$ cat src/dpio_pkg.sv
// Behaviour
// - direction bit one puts the pin driver in high impedance, pin is input
// - direction bit zero drives the pin from its output latch
// - latch register reads return the latched value, not the pins
// - an enabled peripheral may force a first-port pin to output or input
// - forced direction never lands in the stored direction register
// - first-port bits 0..2 carry timer oscillator, timer clock and capture/compare/pwm
// - first-port bits 3..5 carry serial clock, serial data in/io and data out
// - first-port bits 6 and 7 carry usart transmit/clock and receive/data
// - second port is general I/O only once the bus-disable bit is set
// - in bus mode second port carries the low bus byte
// - 16-bit mode multiplexes address/data; 8-bit large-device mode carries address only
// - after power-on the second port belongs to the system bus
// - reset_i loads all ones into the direction registers; power_on_reset_i alone leaves them unchanged
// - port register read returns pins, write stores into the output latch
package dpio_pkg;
   // ************************************************************
   // register map (word offsets in bytes)
   // ************************************************************
   localparam logic [4:0] DPIO_ADDR_PINS_C = 5'h00;
   localparam logic [4:0] DPIO_ADDR_LATCH_C = 5'h04;
   localparam logic [4:0] DPIO_ADDR_DIR_C = 5'h08;
   localparam logic [4:0] DPIO_ADDR_PINS_D = 5'h0C;
   localparam logic [4:0] DPIO_ADDR_LATCH_D = 5'h10;
   localparam logic [4:0] DPIO_ADDR_DIR_D = 5'h14;
   localparam logic [4:0] DPIO_ADDR_MEMCTL = 5'h18;
   // ************************************************************
   // field layout and reset values
   // ************************************************************
   localparam int DPIO_BUS_OFF_BIT = 7;
   localparam logic [7:0] DPIO_DIR_RESET = 8'hFF;
   localparam logic [7:0] DPIO_LATCH_RESET = 8'h00;
   localparam logic [7:0] DPIO_MEMCTL_RESET = 8'h00;
   localparam logic [7:0] DPIO_MEMCTL_MASK = 8'hF3;
   localparam logic [31:0] DPIO_UNMAPPED_DATA = 32'h0000_0000;
   typedef enum logic {
      DPIO_IDLE,
      DPIO_ANSWER
   } dpio_bus_state_type;
endpackage : dpio_pkg

$ cat src/dpio_pin_cell.sv
module dpio_pin_cell
   import dpio_pkg::*;
(
   // clock and reset
   input wire logic ref_clk_i,
   input wire logic reset_i,
   // control
   input wire logic dir_in_i,
   input wire logic latch_i,
   input wire logic ovr_en_i,
   input wire logic ovr_in_i,
   input wire logic ovr_data_i,
   // pin
   output logic pin_o,
   output logic pin_oe_o
);
   // ************************************************************
   // registered pin driver
   // ************************************************************
   always_ff @(posedge ref_clk_i or posedge reset_i) begin
      if (reset_i) begin
         pin_oe_o <= 1'b0;
         pin_o <= 1'b0;
      end else if (ovr_en_i) begin
         pin_oe_o <= !ovr_in_i;
         pin_o <= ovr_data_i;
      end else begin
         pin_oe_o <= !dir_in_i;
         pin_o <= latch_i;
      end
   end

   a_pin_drive: assert property (@(posedge ref_clk_i) disable iff (reset_i)
      !ovr_en_i |=> pin_oe_o == !$past(dir_in_i) && (!pin_oe_o || pin_o == $past(latch_i)))
      else $error("pin drive does not follow direction and latch");
   a_pin_override: assert property (@(posedge ref_clk_i) disable iff (reset_i)
      ovr_en_i |=> pin_oe_o == !$past(ovr_in_i))
      else $error("peripheral override not applied");
endmodule : dpio_pin_cell

$ cat src/dpio_top.sv
// Design decisions made here: the placing of the registers and the Avalon-MM slave port.
module dpio_top
   import dpio_pkg::*;
(
   // clock and reset
   input wire logic ref_clk_i,
   input wire logic reset_i,
   input wire logic power_on_reset_i,
   // avalon-mm slave
   input wire logic [4:0] avs_address_i,
   input wire logic avs_read_i,
   input wire logic avs_write_i,
   input wire logic [31:0] avs_writedata_i,
   input wire logic [3:0] avs_byteenable_i,
   output logic [31:0] avs_readdata_o,
   output logic avs_waitrequest_o,
   // first port pins
   input wire logic [7:0] port_c_i,
   output logic [7:0] port_c_o,
   output logic [7:0] port_c_oe_o,
   // first port peripheral overrides, per bit
   input wire logic [7:0] periph_en_i,
   input wire logic [7:0] periph_in_i,
   input wire logic [7:0] periph_data_i,
   output logic [7:0] periph_pin_o,
   // second port pins
   input wire logic [7:0] port_d_i,
   output logic [7:0] port_d_o,
   output logic [7:0] port_d_oe_o,
   // system bus side of second port
   input wire logic [7:0] bus_low_byte_i,
   input wire logic bus_low_byte_oe_i,
   output logic [7:0] bus_low_byte_o,
   output logic external_bus_off_o
);
   import dpio_pkg::*;

   logic [7:0] output_latch_c_q;
   logic [7:0] direction_c_q;
   logic [7:0] output_latch_d_q;
   logic [7:0] direction_d_q;
   logic [7:0] memory_bus_control_q;
   dpio_bus_state_type state_q;
   logic [31:0] rdata_d;
   logic access;
   logic wr_en;
   logic bus_owns;
   logic [7:0] d_dir_eff;
   logic [7:0] d_lat_eff;
   logic [7:0] d_ovr_in;

   // ************************************************************
   // avalon slave: one wait cycle, answer on the second edge
   // ************************************************************
   assign access = avs_read_i || avs_write_i;
   assign wr_en = avs_write_i && (state_q == DPIO_IDLE) && avs_byteenable_i[0];

   always_ff @(posedge ref_clk_i or posedge reset_i) begin
      if (reset_i) begin
         state_q <= DPIO_IDLE;
      end else begin
         unique case (state_q)
            DPIO_IDLE: begin
               if (access) begin
                  state_q <= DPIO_ANSWER;
               end
            end
            DPIO_ANSWER: begin
               state_q <= DPIO_IDLE;
            end
         endcase
      end
   end

   always_ff @(posedge ref_clk_i or posedge reset_i) begin
      if (reset_i) begin
         avs_waitrequest_o <= 1'b1;
      end else begin
         avs_waitrequest_o <= !(access && state_q == DPIO_IDLE);
      end
   end

   always_comb begin
      rdata_d = DPIO_UNMAPPED_DATA;
      unique case (avs_address_i)
         DPIO_ADDR_PINS_C: rdata_d[7:0] = port_c_i;
         DPIO_ADDR_LATCH_C: rdata_d[7:0] = output_latch_c_q;
         DPIO_ADDR_DIR_C: rdata_d[7:0] = direction_c_q;
         DPIO_ADDR_PINS_D: rdata_d[7:0] = port_d_i;
         DPIO_ADDR_LATCH_D: rdata_d[7:0] = output_latch_d_q;
         DPIO_ADDR_DIR_D: rdata_d[7:0] = direction_d_q;
         DPIO_ADDR_MEMCTL: rdata_d[7:0] = memory_bus_control_q;
         default: rdata_d = DPIO_UNMAPPED_DATA;
      endcase
   end

   always_ff @(posedge ref_clk_i or posedge reset_i) begin
      if (reset_i) begin
         avs_readdata_o <= DPIO_UNMAPPED_DATA;
      end else if (avs_read_i && state_q == DPIO_IDLE) begin
         avs_readdata_o <= rdata_d;
      end
   end

   // ************************************************************
   // registers
   // ************************************************************
   always_ff @(posedge ref_clk_i or posedge reset_i) begin
      if (reset_i) begin
         output_latch_c_q <= DPIO_LATCH_RESET;
         output_latch_d_q <= DPIO_LATCH_RESET;
      end else if (wr_en) begin
         if (avs_address_i == DPIO_ADDR_PINS_C || avs_address_i == DPIO_ADDR_LATCH_C) begin
            output_latch_c_q <= avs_writedata_i[7:0];
         end
         if (avs_address_i == DPIO_ADDR_PINS_D || avs_address_i == DPIO_ADDR_LATCH_D) begin
            output_latch_d_q <= avs_writedata_i[7:0];
         end
      end
   end

   // direction only ever takes software writes, never peripheral forcing
   always_ff @(posedge ref_clk_i or posedge reset_i) begin
      if (reset_i) begin
         direction_c_q <= DPIO_DIR_RESET;
         direction_d_q <= DPIO_DIR_RESET;
      end else if (wr_en) begin
         if (avs_address_i == DPIO_ADDR_DIR_C) begin
            direction_c_q <= avs_writedata_i[7:0];
         end
         if (avs_address_i == DPIO_ADDR_DIR_D) begin
            direction_d_q <= avs_writedata_i[7:0];
         end
      end
   end

   // memory control survives non power-on resets; power-on returns pins to the bus
   always_ff @(posedge ref_clk_i or posedge power_on_reset_i) begin
      if (power_on_reset_i) begin
         memory_bus_control_q <= DPIO_MEMCTL_RESET;
      end else if (wr_en && avs_address_i == DPIO_ADDR_MEMCTL) begin
         memory_bus_control_q <= avs_writedata_i[7:0] & DPIO_MEMCTL_MASK;
      end
   end

   always_ff @(posedge ref_clk_i or posedge reset_i) begin
      if (reset_i) begin
         external_bus_off_o <= 1'b0;
      end else begin
         external_bus_off_o <= memory_bus_control_q[DPIO_BUS_OFF_BIT];
      end
   end

   // ************************************************************
   // first port: peripheral overrides per bit
   // ************************************************************
   // bit map: 0 timer osc out/ext clock, 1 timer osc in, 2 ccp, 3 serial clock,
   // 4 serial data in/io, 5 serial data out, 6 usart tx/clock, 7 usart rx/data
   genvar gi;
   generate
      for (gi = 0; gi < 8; gi++) begin : g_c
         dpio_pin_cell u_cell (
            .ref_clk_i(ref_clk_i),
            .reset_i(reset_i),
            .dir_in_i(direction_c_q[gi]),
            .latch_i(output_latch_c_q[gi]),
            .ovr_en_i(periph_en_i[gi]),
            .ovr_in_i(periph_in_i[gi]),
            .ovr_data_i(periph_data_i[gi]),
            .pin_o(port_c_o[gi]),
            .pin_oe_o(port_c_oe_o[gi])
         );
      end
   endgenerate

   always_ff @(posedge ref_clk_i or posedge reset_i) begin
      if (reset_i) begin
         periph_pin_o <= 8'h00;
      end else begin
         periph_pin_o <= port_c_i;
      end
   end

   // ************************************************************
   // second port: bus or general I/O
   // ************************************************************
   assign bus_owns = !memory_bus_control_q[DPIO_BUS_OFF_BIT];
   // bus drives low address/data byte; address-only 8-bit mode is the bus oe held high
   assign d_ovr_in = {8{!bus_low_byte_oe_i}};
   assign d_dir_eff = direction_d_q;
   assign d_lat_eff = output_latch_d_q;

   generate
      for (gi = 0; gi < 8; gi++) begin : g_d
         dpio_pin_cell u_cell (
            .ref_clk_i(ref_clk_i),
            .reset_i(reset_i),
            .dir_in_i(d_dir_eff[gi]),
            .latch_i(d_lat_eff[gi]),
            .ovr_en_i(bus_owns),
            .ovr_in_i(d_ovr_in[gi]),
            .ovr_data_i(bus_low_byte_i[gi]),
            .pin_o(port_d_o[gi]),
            .pin_oe_o(port_d_oe_o[gi])
         );
      end
   endgenerate

   always_ff @(posedge ref_clk_i or posedge reset_i) begin
      if (reset_i) begin
         bus_low_byte_o <= 8'h00;
      end else begin
         bus_low_byte_o <= port_d_i;
      end
   end

   // ************************************************************
   // checks
   // ************************************************************
   a_bus_answer: assert property (@(posedge ref_clk_i) disable iff (reset_i)
      (access && state_q == DPIO_IDLE) |=> !avs_waitrequest_o ##1 avs_waitrequest_o)
      else $error("bus answer not one cycle after request");
   a_latch_readback: assert property (@(posedge ref_clk_i) disable iff (reset_i)
      (avs_read_i && state_q == DPIO_IDLE && avs_address_i == DPIO_ADDR_LATCH_C)
      |=> avs_readdata_o[7:0] == $past(output_latch_c_q))
      else $error("latch read does not return latch");
   a_dir_sticky: assert property (@(posedge ref_clk_i) disable iff (reset_i)
      !(wr_en && avs_address_i == DPIO_ADDR_DIR_C) |=> $stable(direction_c_q))
      else $error("direction changed without a write");
   a_bus_owns_d: assert property (@(posedge ref_clk_i) disable iff (reset_i)
      (bus_owns && $past(bus_owns) && !$past(reset_i))
      |-> port_d_oe_o == {8{$past(bus_low_byte_oe_i)}})
      else $error("second port not under bus control");
   a_io_mode_d: assert property (@(posedge ref_clk_i) disable iff (reset_i)
      (!bus_owns && $past(!bus_owns) && !$past(reset_i))
      |-> port_d_oe_o == ~$past(direction_d_q))
      else $error("second port not following direction");
   a_reset_dirs: assert property (@(posedge ref_clk_i)
      $fell(reset_i) |-> direction_c_q == DPIO_DIR_RESET && direction_d_q == DPIO_DIR_RESET)
      else $error("direction not all ones after reset");
endmodule : dpio_top

$ cat config.mk
export PLATFORM = sky130hd
export DESIGN_NAME = dpio_top
export DESIGN_NICKNAME = d
export VERILOG_FILES = /design/src/dpio_pkg.sv /design/src/dpio_pin_cell.sv /design/src/dpio_top.sv
export SDC_FILE = /design/constraint.sdc
export NUM_CORES = 1
export LEC_CHECK = 0
export ABC_CLOCK_PERIOD_IN_PS = 2700
export BUFFER_PORTS_ARGS = -buffer_cell sky130_fd_sc_hd__buf_2
export CAP_MARGIN = 20
export CORE_UTILIZATION = 30
export DETAILED_ROUTE_END_ITERATION = 10
export GPL_TIMING_DRIVEN = 0
export PLACE_DENSITY = 0.65
export SLEW_MARGIN = 20
export SYNTH_ARGS = -nofsm -noshare
export SYNTH_HDL_FRONTEND = slang
export SYNTH_SLANG_ARGS = --single-unit
$ cat constraint.sdc
create_clock -name ref_clk_i -period 2.7 [get_ports ref_clk_i]
set_input_delay 0.405 -clock ref_clk_i [delete_from_list [all_inputs] [get_ports ref_clk_i]]
set_output_delay 0.405 -clock ref_clk_i [all_outputs]
set_load 0.01 [all_outputs]
[Word-level counts from Yosys, hierarchy flattened]
Cells that the tools add are included.
Cells by class
  equal/unequal tests: 6
  mux-type cells: 35
  bitwise operators: 1
  reduce and logical (&&, ||, !) cells: 38
Operator list (count)
  case mux 8 bit (7 select lines): 1
  2-to-1 mux 1 bit: 33
  logical NOT 1 bit: 25
  == test 5 bit, second input constant: 3
  == test 5 x 4 -> 1 bit, second input constant: 2
  AND reduction 2 bit: 4
  == test 5 x 3 -> 1 bit, second input constant: 1
  logical AND 1 bit: 5
  logical NOT 5 bit: 1
  logical OR 1 bit: 3
  case mux 1 bit (2 select lines): 1
  inverter 1 bit: 1
Word-level totals
  register bits: 97
  bits of input ports: 95
  output and inout port bits: 82
  word-level logic and storage cells: 123

[Logic depth before layout (Yosys ltp)]
  word-level depth: 4
  gate-level depth with buffers: 6

[By module]
Synthesis repeated with hierarchy kept, for this count alone.
Unflattened totals
  cells, all modules: 304
  area, all modules: 4285.4 um2
Modules (own cells, without submodules)
  dpio_top: instances 1, cells each 224, area an instance 3024.2 um2, seq. area each 1647.8 um2
  dpio_pin_cell: instances 16, cells each 5, area an instance 78.8 um2, seq. area each 50.0 um2

[Least setup slack after synthesis]
No wires, ideal clock.
  path type: reg-to-reg
  start: register state_q
  end: register direction_c_q[0]
  setup time: 0.082 ns
  arrival time: 1.487 ns
  required time: 2.618 ns
  setup slack: 1.131 ns
  cell stages (with the launch flop): 6
  path buffers: 1
  path through: dfrtp_1 and3b_1 nand2_1 or3_1 buf_6 mux2_4
Between the ends
  longest elaborated chain between the ends: 4
Ends and longest elaborated chain
  start, declared: line dpio_top.sv:43  | dpio_bus_state_type state_q;
  start signal, assigned: line dpio_top.sv:60  | state_q <= DPIO_IDLE;
  start signal, assigned: line dpio_top.sv:65  | state_q <= DPIO_ANSWER;
  start signal, assigned: line dpio_top.sv:69  | state_q <= DPIO_IDLE;
  inverter 1 bit
  logical AND 1 bit (2 in series): line dpio_top.sv:56  | assign wr_en = avs_write_i && (state_q == DPIO_IDLE) && avs_byteenable_i[0];
  AND reduction 2 bit (no source line)
  end signal, assigned: line dpio_top.sv:129  | direction_c_q <= avs_writedata_i[7:0];
  end, declared: line dpio_top.sv:39  | logic [7:0] direction_c_q;
Every way passes these cells.
A chain may end at the register's enable or synchronous reset.

[Final worst setup path]
  start: register memory_bus_control_q[7]
  end: register g_d[7].u_cell.pin_oe_o
Between the ends
  longest elaborated chain between the ends: 1
Ends and longest elaborated chain
  start, declared: line dpio_top.sv:42  | logic [7:0] memory_bus_control_q;
  start signal, assigned: line dpio_top.sv:142  | memory_bus_control_q <= avs_writedata_i[7:0] & DPIO_MEMCTL_MASK;
  2-to-1 mux 1 bit: line dpio_pin_cell.sv:24  | end else if (ovr_en_i) begin
  end signal, assigned: line dpio_pin_cell.sv:25  | pin_oe_o <= !ovr_in_i;
  end signal, assigned: line dpio_pin_cell.sv:28  | pin_oe_o <= !dir_in_i;
  end, declared: line dpio_pin_cell.sv:15  | output logic pin_oe_o
Every way passes these cells.

==> out/results.tsv <==
stage	metric	value	unit
run_status	status	finished clean	
placement	placed_area	5370	sq um
floorplan	rows	43	
synth	synthTopCellsByArea	dfrtp_1 (46%), mux2_2 (12%), dfstp_2 (10%)	
timing	setup_tns	0	ns
routing	routed_wl	10.74	mm
placement	dp_hpwl	8.316	mm
timing	hold_viol	0	
routing	vias	2989	
timing	slew_headroom	0.4564	
routing	via_per_inst	4.409	
floorplan	pin_count	177	
power	switching_share	0.2524	
synth	yosysSeqAreaShare	0.5604	
global_route	grt_pass1_vias	3046	
layout	final_area	5662	sq um
synth	yosysWarnings	0	
power	ir_drop	0.0003265	V
placement	io_buffer_count	125	
timing	tightest_slew	0.7949	ns
synth	syn_inst	328	
clocking	cts_htree_levels	3	
timing	period_minus_slack	2.018	ns
clocking	cts_resized	0	
setup_path	path_max_fanout	10	
floorplan	die-width	122.7	um
setup_path	endpoint_kind	flop	
global_route	grt_usage	0.1503	
global_route	grt_pass1_wl	16.34	mm
min_path	hold_class	in2async	
synth	synth_top_area_share	0.4582	
synth	yosys.area.top_type	dfrtp_1	
setup_path	cp.arrival	2.21	ns
placement	pre_cts_ws	0.6421	ns
global_route	antenna_found_initial	1	
clocking	cts_tree	yes	
floorplan	dieHeight	122.7	um
power	power.density	621.5	nW/um^2
timing	drv_slew	0	
power	p_seq_frac	0.487	
layout	instances_no_fill	678	
floorplan	start_util	0.3111	
placement	place.gp.congestion	0.8598	
timing	rsz0062_at_grt	false	
timing	timing.final.crit_share	0.7474	
power	pwr-share-comb	0.171	
synth	synth_cell_type_count	39	
synth	avgSynthCellArea	13.32	sq um
routing	antenna_left	0	
clocking	cts_root_buffer	clkbuf_16	
layout	areaGrowthSynthToFinish	29.58	%
timing	layout_setup_ws	0.6821	ns
routing	drt_pre_antenna_iters	4	
power	leakagePower	2.819	nW
clocking	cts.sinks	97	
setup_path	crit_type	reg2reg	
floorplan	die_area	15050	sq um
power	p_int	2.630	mW
power	p_total	3.519	mW
timing	max_freq	495.6	MHz
clocking	ctsHoldBuffers	1	
clocking	numCtsBuffers	9	
routing	avgRoutedWirePerCell	15.84	um
clocking	cts.path.max_buffers	2	
global_route	grt_max_degree	28	
layout	drive_gt1_frac	0.5746	
clocking	cts_setup_buffers	0	
global_route	grt_overflow	0	
setup_path	crit_required	2.89	ns
clocking	clkTransAtPathRegs	0.06	ns
power	clkPwrFrac	0.342	
timing	fin_skew	0.005502	ns
run	max_cap_viol_count	0	
placement	numPlacedInstances	659	
clocking	clkLatencyLatePin	0.35	ns
layout	final_nets	586	
floorplan	fp.coreArea	14040	sq um
routing	remaining_drc_errors	0	
power	power_switching	888.2	uW
synth	ys_seq_elements	97	
setup_path	crit_path_start_kind	flop	
routing	drtIter0Drc	68	
synth	syn-cell-area	4369	sq um
timing	setup_viol	0	
-- placed cells by master (no fill, tap or decap), types with 3 or more instances in the layout --
cell	count
a21oi_1	3
a22oi_1	5
buf_12	3
buf_2	130
buf_4	58
clkbuf_1	5
clkbuf_16	9
conb_1	24
dfrtp_1	80
dfstp_2	17
inv_1	5
mux2_2	48
mux2_4	8
mux2i_1	26
nand2_1	10
nand2b_1	4
nand3_1	3
nor2_1	3
o21ai_0	17
o22a_1	3
o2bb2ai_1	3
or3_1	3
-- kinds of logic after synthesis --
kind of cell / count (synthesis) / synth area share
DFF: 97 / 0.5604
AOI/OAI and AO/OA: 40 / 0.06100
muxes: 83 / 0.2159
other: 1 / 0.0008583
and+or+nand+nor: 35 / 0.04697
buffers and inverters: 72 / 0.1148
-- worst paths after layout --
path	from	endpoint	slack (ns)	depth (start not counted)
min reg2reg	memory_bus_control_q[7]	external_bus_off_o	0.43	0
max	memory_bus_control_q[7]	g_d[7].u_cell.pin_oe_o	0.68	4
max reg2reg	memory_bus_control_q[7]	g_d[7].u_cell.pin_oe_o	0.68	4
max in group asynchronous	reset_i	d_dir_eff[0]	1.70	5
min	reset_i	g_c[2].u_cell.pin_oe_o	0.05	2
min in group ref_clk_i	port_d_i[3]	bus_low_byte_o[3]	0.18	1
-- power by group through the flow --
| stage | Combinational (mW) | Clock [mW] | Sequential (mW) |
|---|---|---|---|
| floorplan | 0.386 | 0 | 1.71 |
| global placement | 0.587 | 0 | 1.74 |
| detailed placement | 0.610 | 0 | 1.74 |
| CTS | 0.614 | 1.24 | 1.72 |
| global route | 0.666 | 1.29 | 1.73 |
| finish | 0.602 | 1.20 | 1.71 |
-- routing by layer --
metal / GRT usage / share of wire / routed length, um / up-vias
met4: 0.07241 / 0.025 / 265 / 2
met2: 0.2521 / 0.51 / 5443 / 92
met1: 0.1762 / 0.41 / 4446 / 1469
met3: 0.04229 / 0.053 / 569 / 22
li1: - / - / - / 1404
met5: 0 / 0.0012 / 13 / -
-- metrics by stage --
stage	hold slack [ns]	util
after floorplan	0.1960	-
after global placement	0.3502	0.3782
after detailed placement	0.3549	0.3824
after CTS	0.04899	0.4028
after global routing	0.06817	0.4028
final	0.04897	0.4032
-- state kept, by name (all words and copies together) (netlist names) --
register,flops
g_c.u_cell.pin_o,8
avs_readdata_o,8
bus_low_byte_o,8
state_q,1
g_d.u_cell.pin_o,8
periph_pin_o,8
d_dir_eff,8
memory_bus_control_q,6
output_latch_c_q,8
g_c.u_cell.pin_oe_o,8
d_lat_eff,8
direction_c_q,8
g_d.u_cell.pin_oe_o,8
avs_waitrequest_o,1
external_bus_off_o,1
-- layout make-up --
class	count	area, sq um
timing repair buffer	129	695.7
inverter	6	26.28
antenna	2	5.005
multi-input combinational	182	1505
tap	180	225.2
fill	1386	8381
buffer	66	479.2
sequential	97	2449
clock buffer	14	264.0
clock inverter	2	12.51
-- cells in the mapped netlist --
cell type / n
buf_2: 5
a2111oi_0: 1
dfstp_2: 17
clkbuf_1: 2
nor2_1: 3
o21ai_0: 17
o32a_1: 1
and2_1: 1
mux2i_1: 26
and3b_1: 1
inv_1: 6
mux2_2: 48
o32ai_1: 2
nand3b_1: 2
a2111o_1: 1
buf_6: 1
nand2_1: 10
nor3b_1: 1
o22a_1: 3
o22ai_1: 2
buf_4: 58
or3_1: 3
nor3_2: 2
nor2b_1: 1
dfrtp_1: 80
nand3_2: 1
nor4_1: 1
mux4_2: 1
conb_1: 1
a22oi_1: 5
mux2_4: 8
a211oi_1: 1
a22o_1: 1
nor2_4: 1
nand2b_1: 4
or2_2: 1
o2bb2ai_1: 3
nand3_1: 3
a21oi_1: 3
-- critical path, cell delays in order (launching register included) --
cell and delay (ns):
dfrtp_1 0.38, clkbuf_1 0.58, inv_1 0.36, nand2_1 0.36, o21ai_0 0.18
Note: power is estimated with default switching activity, not from simulation.
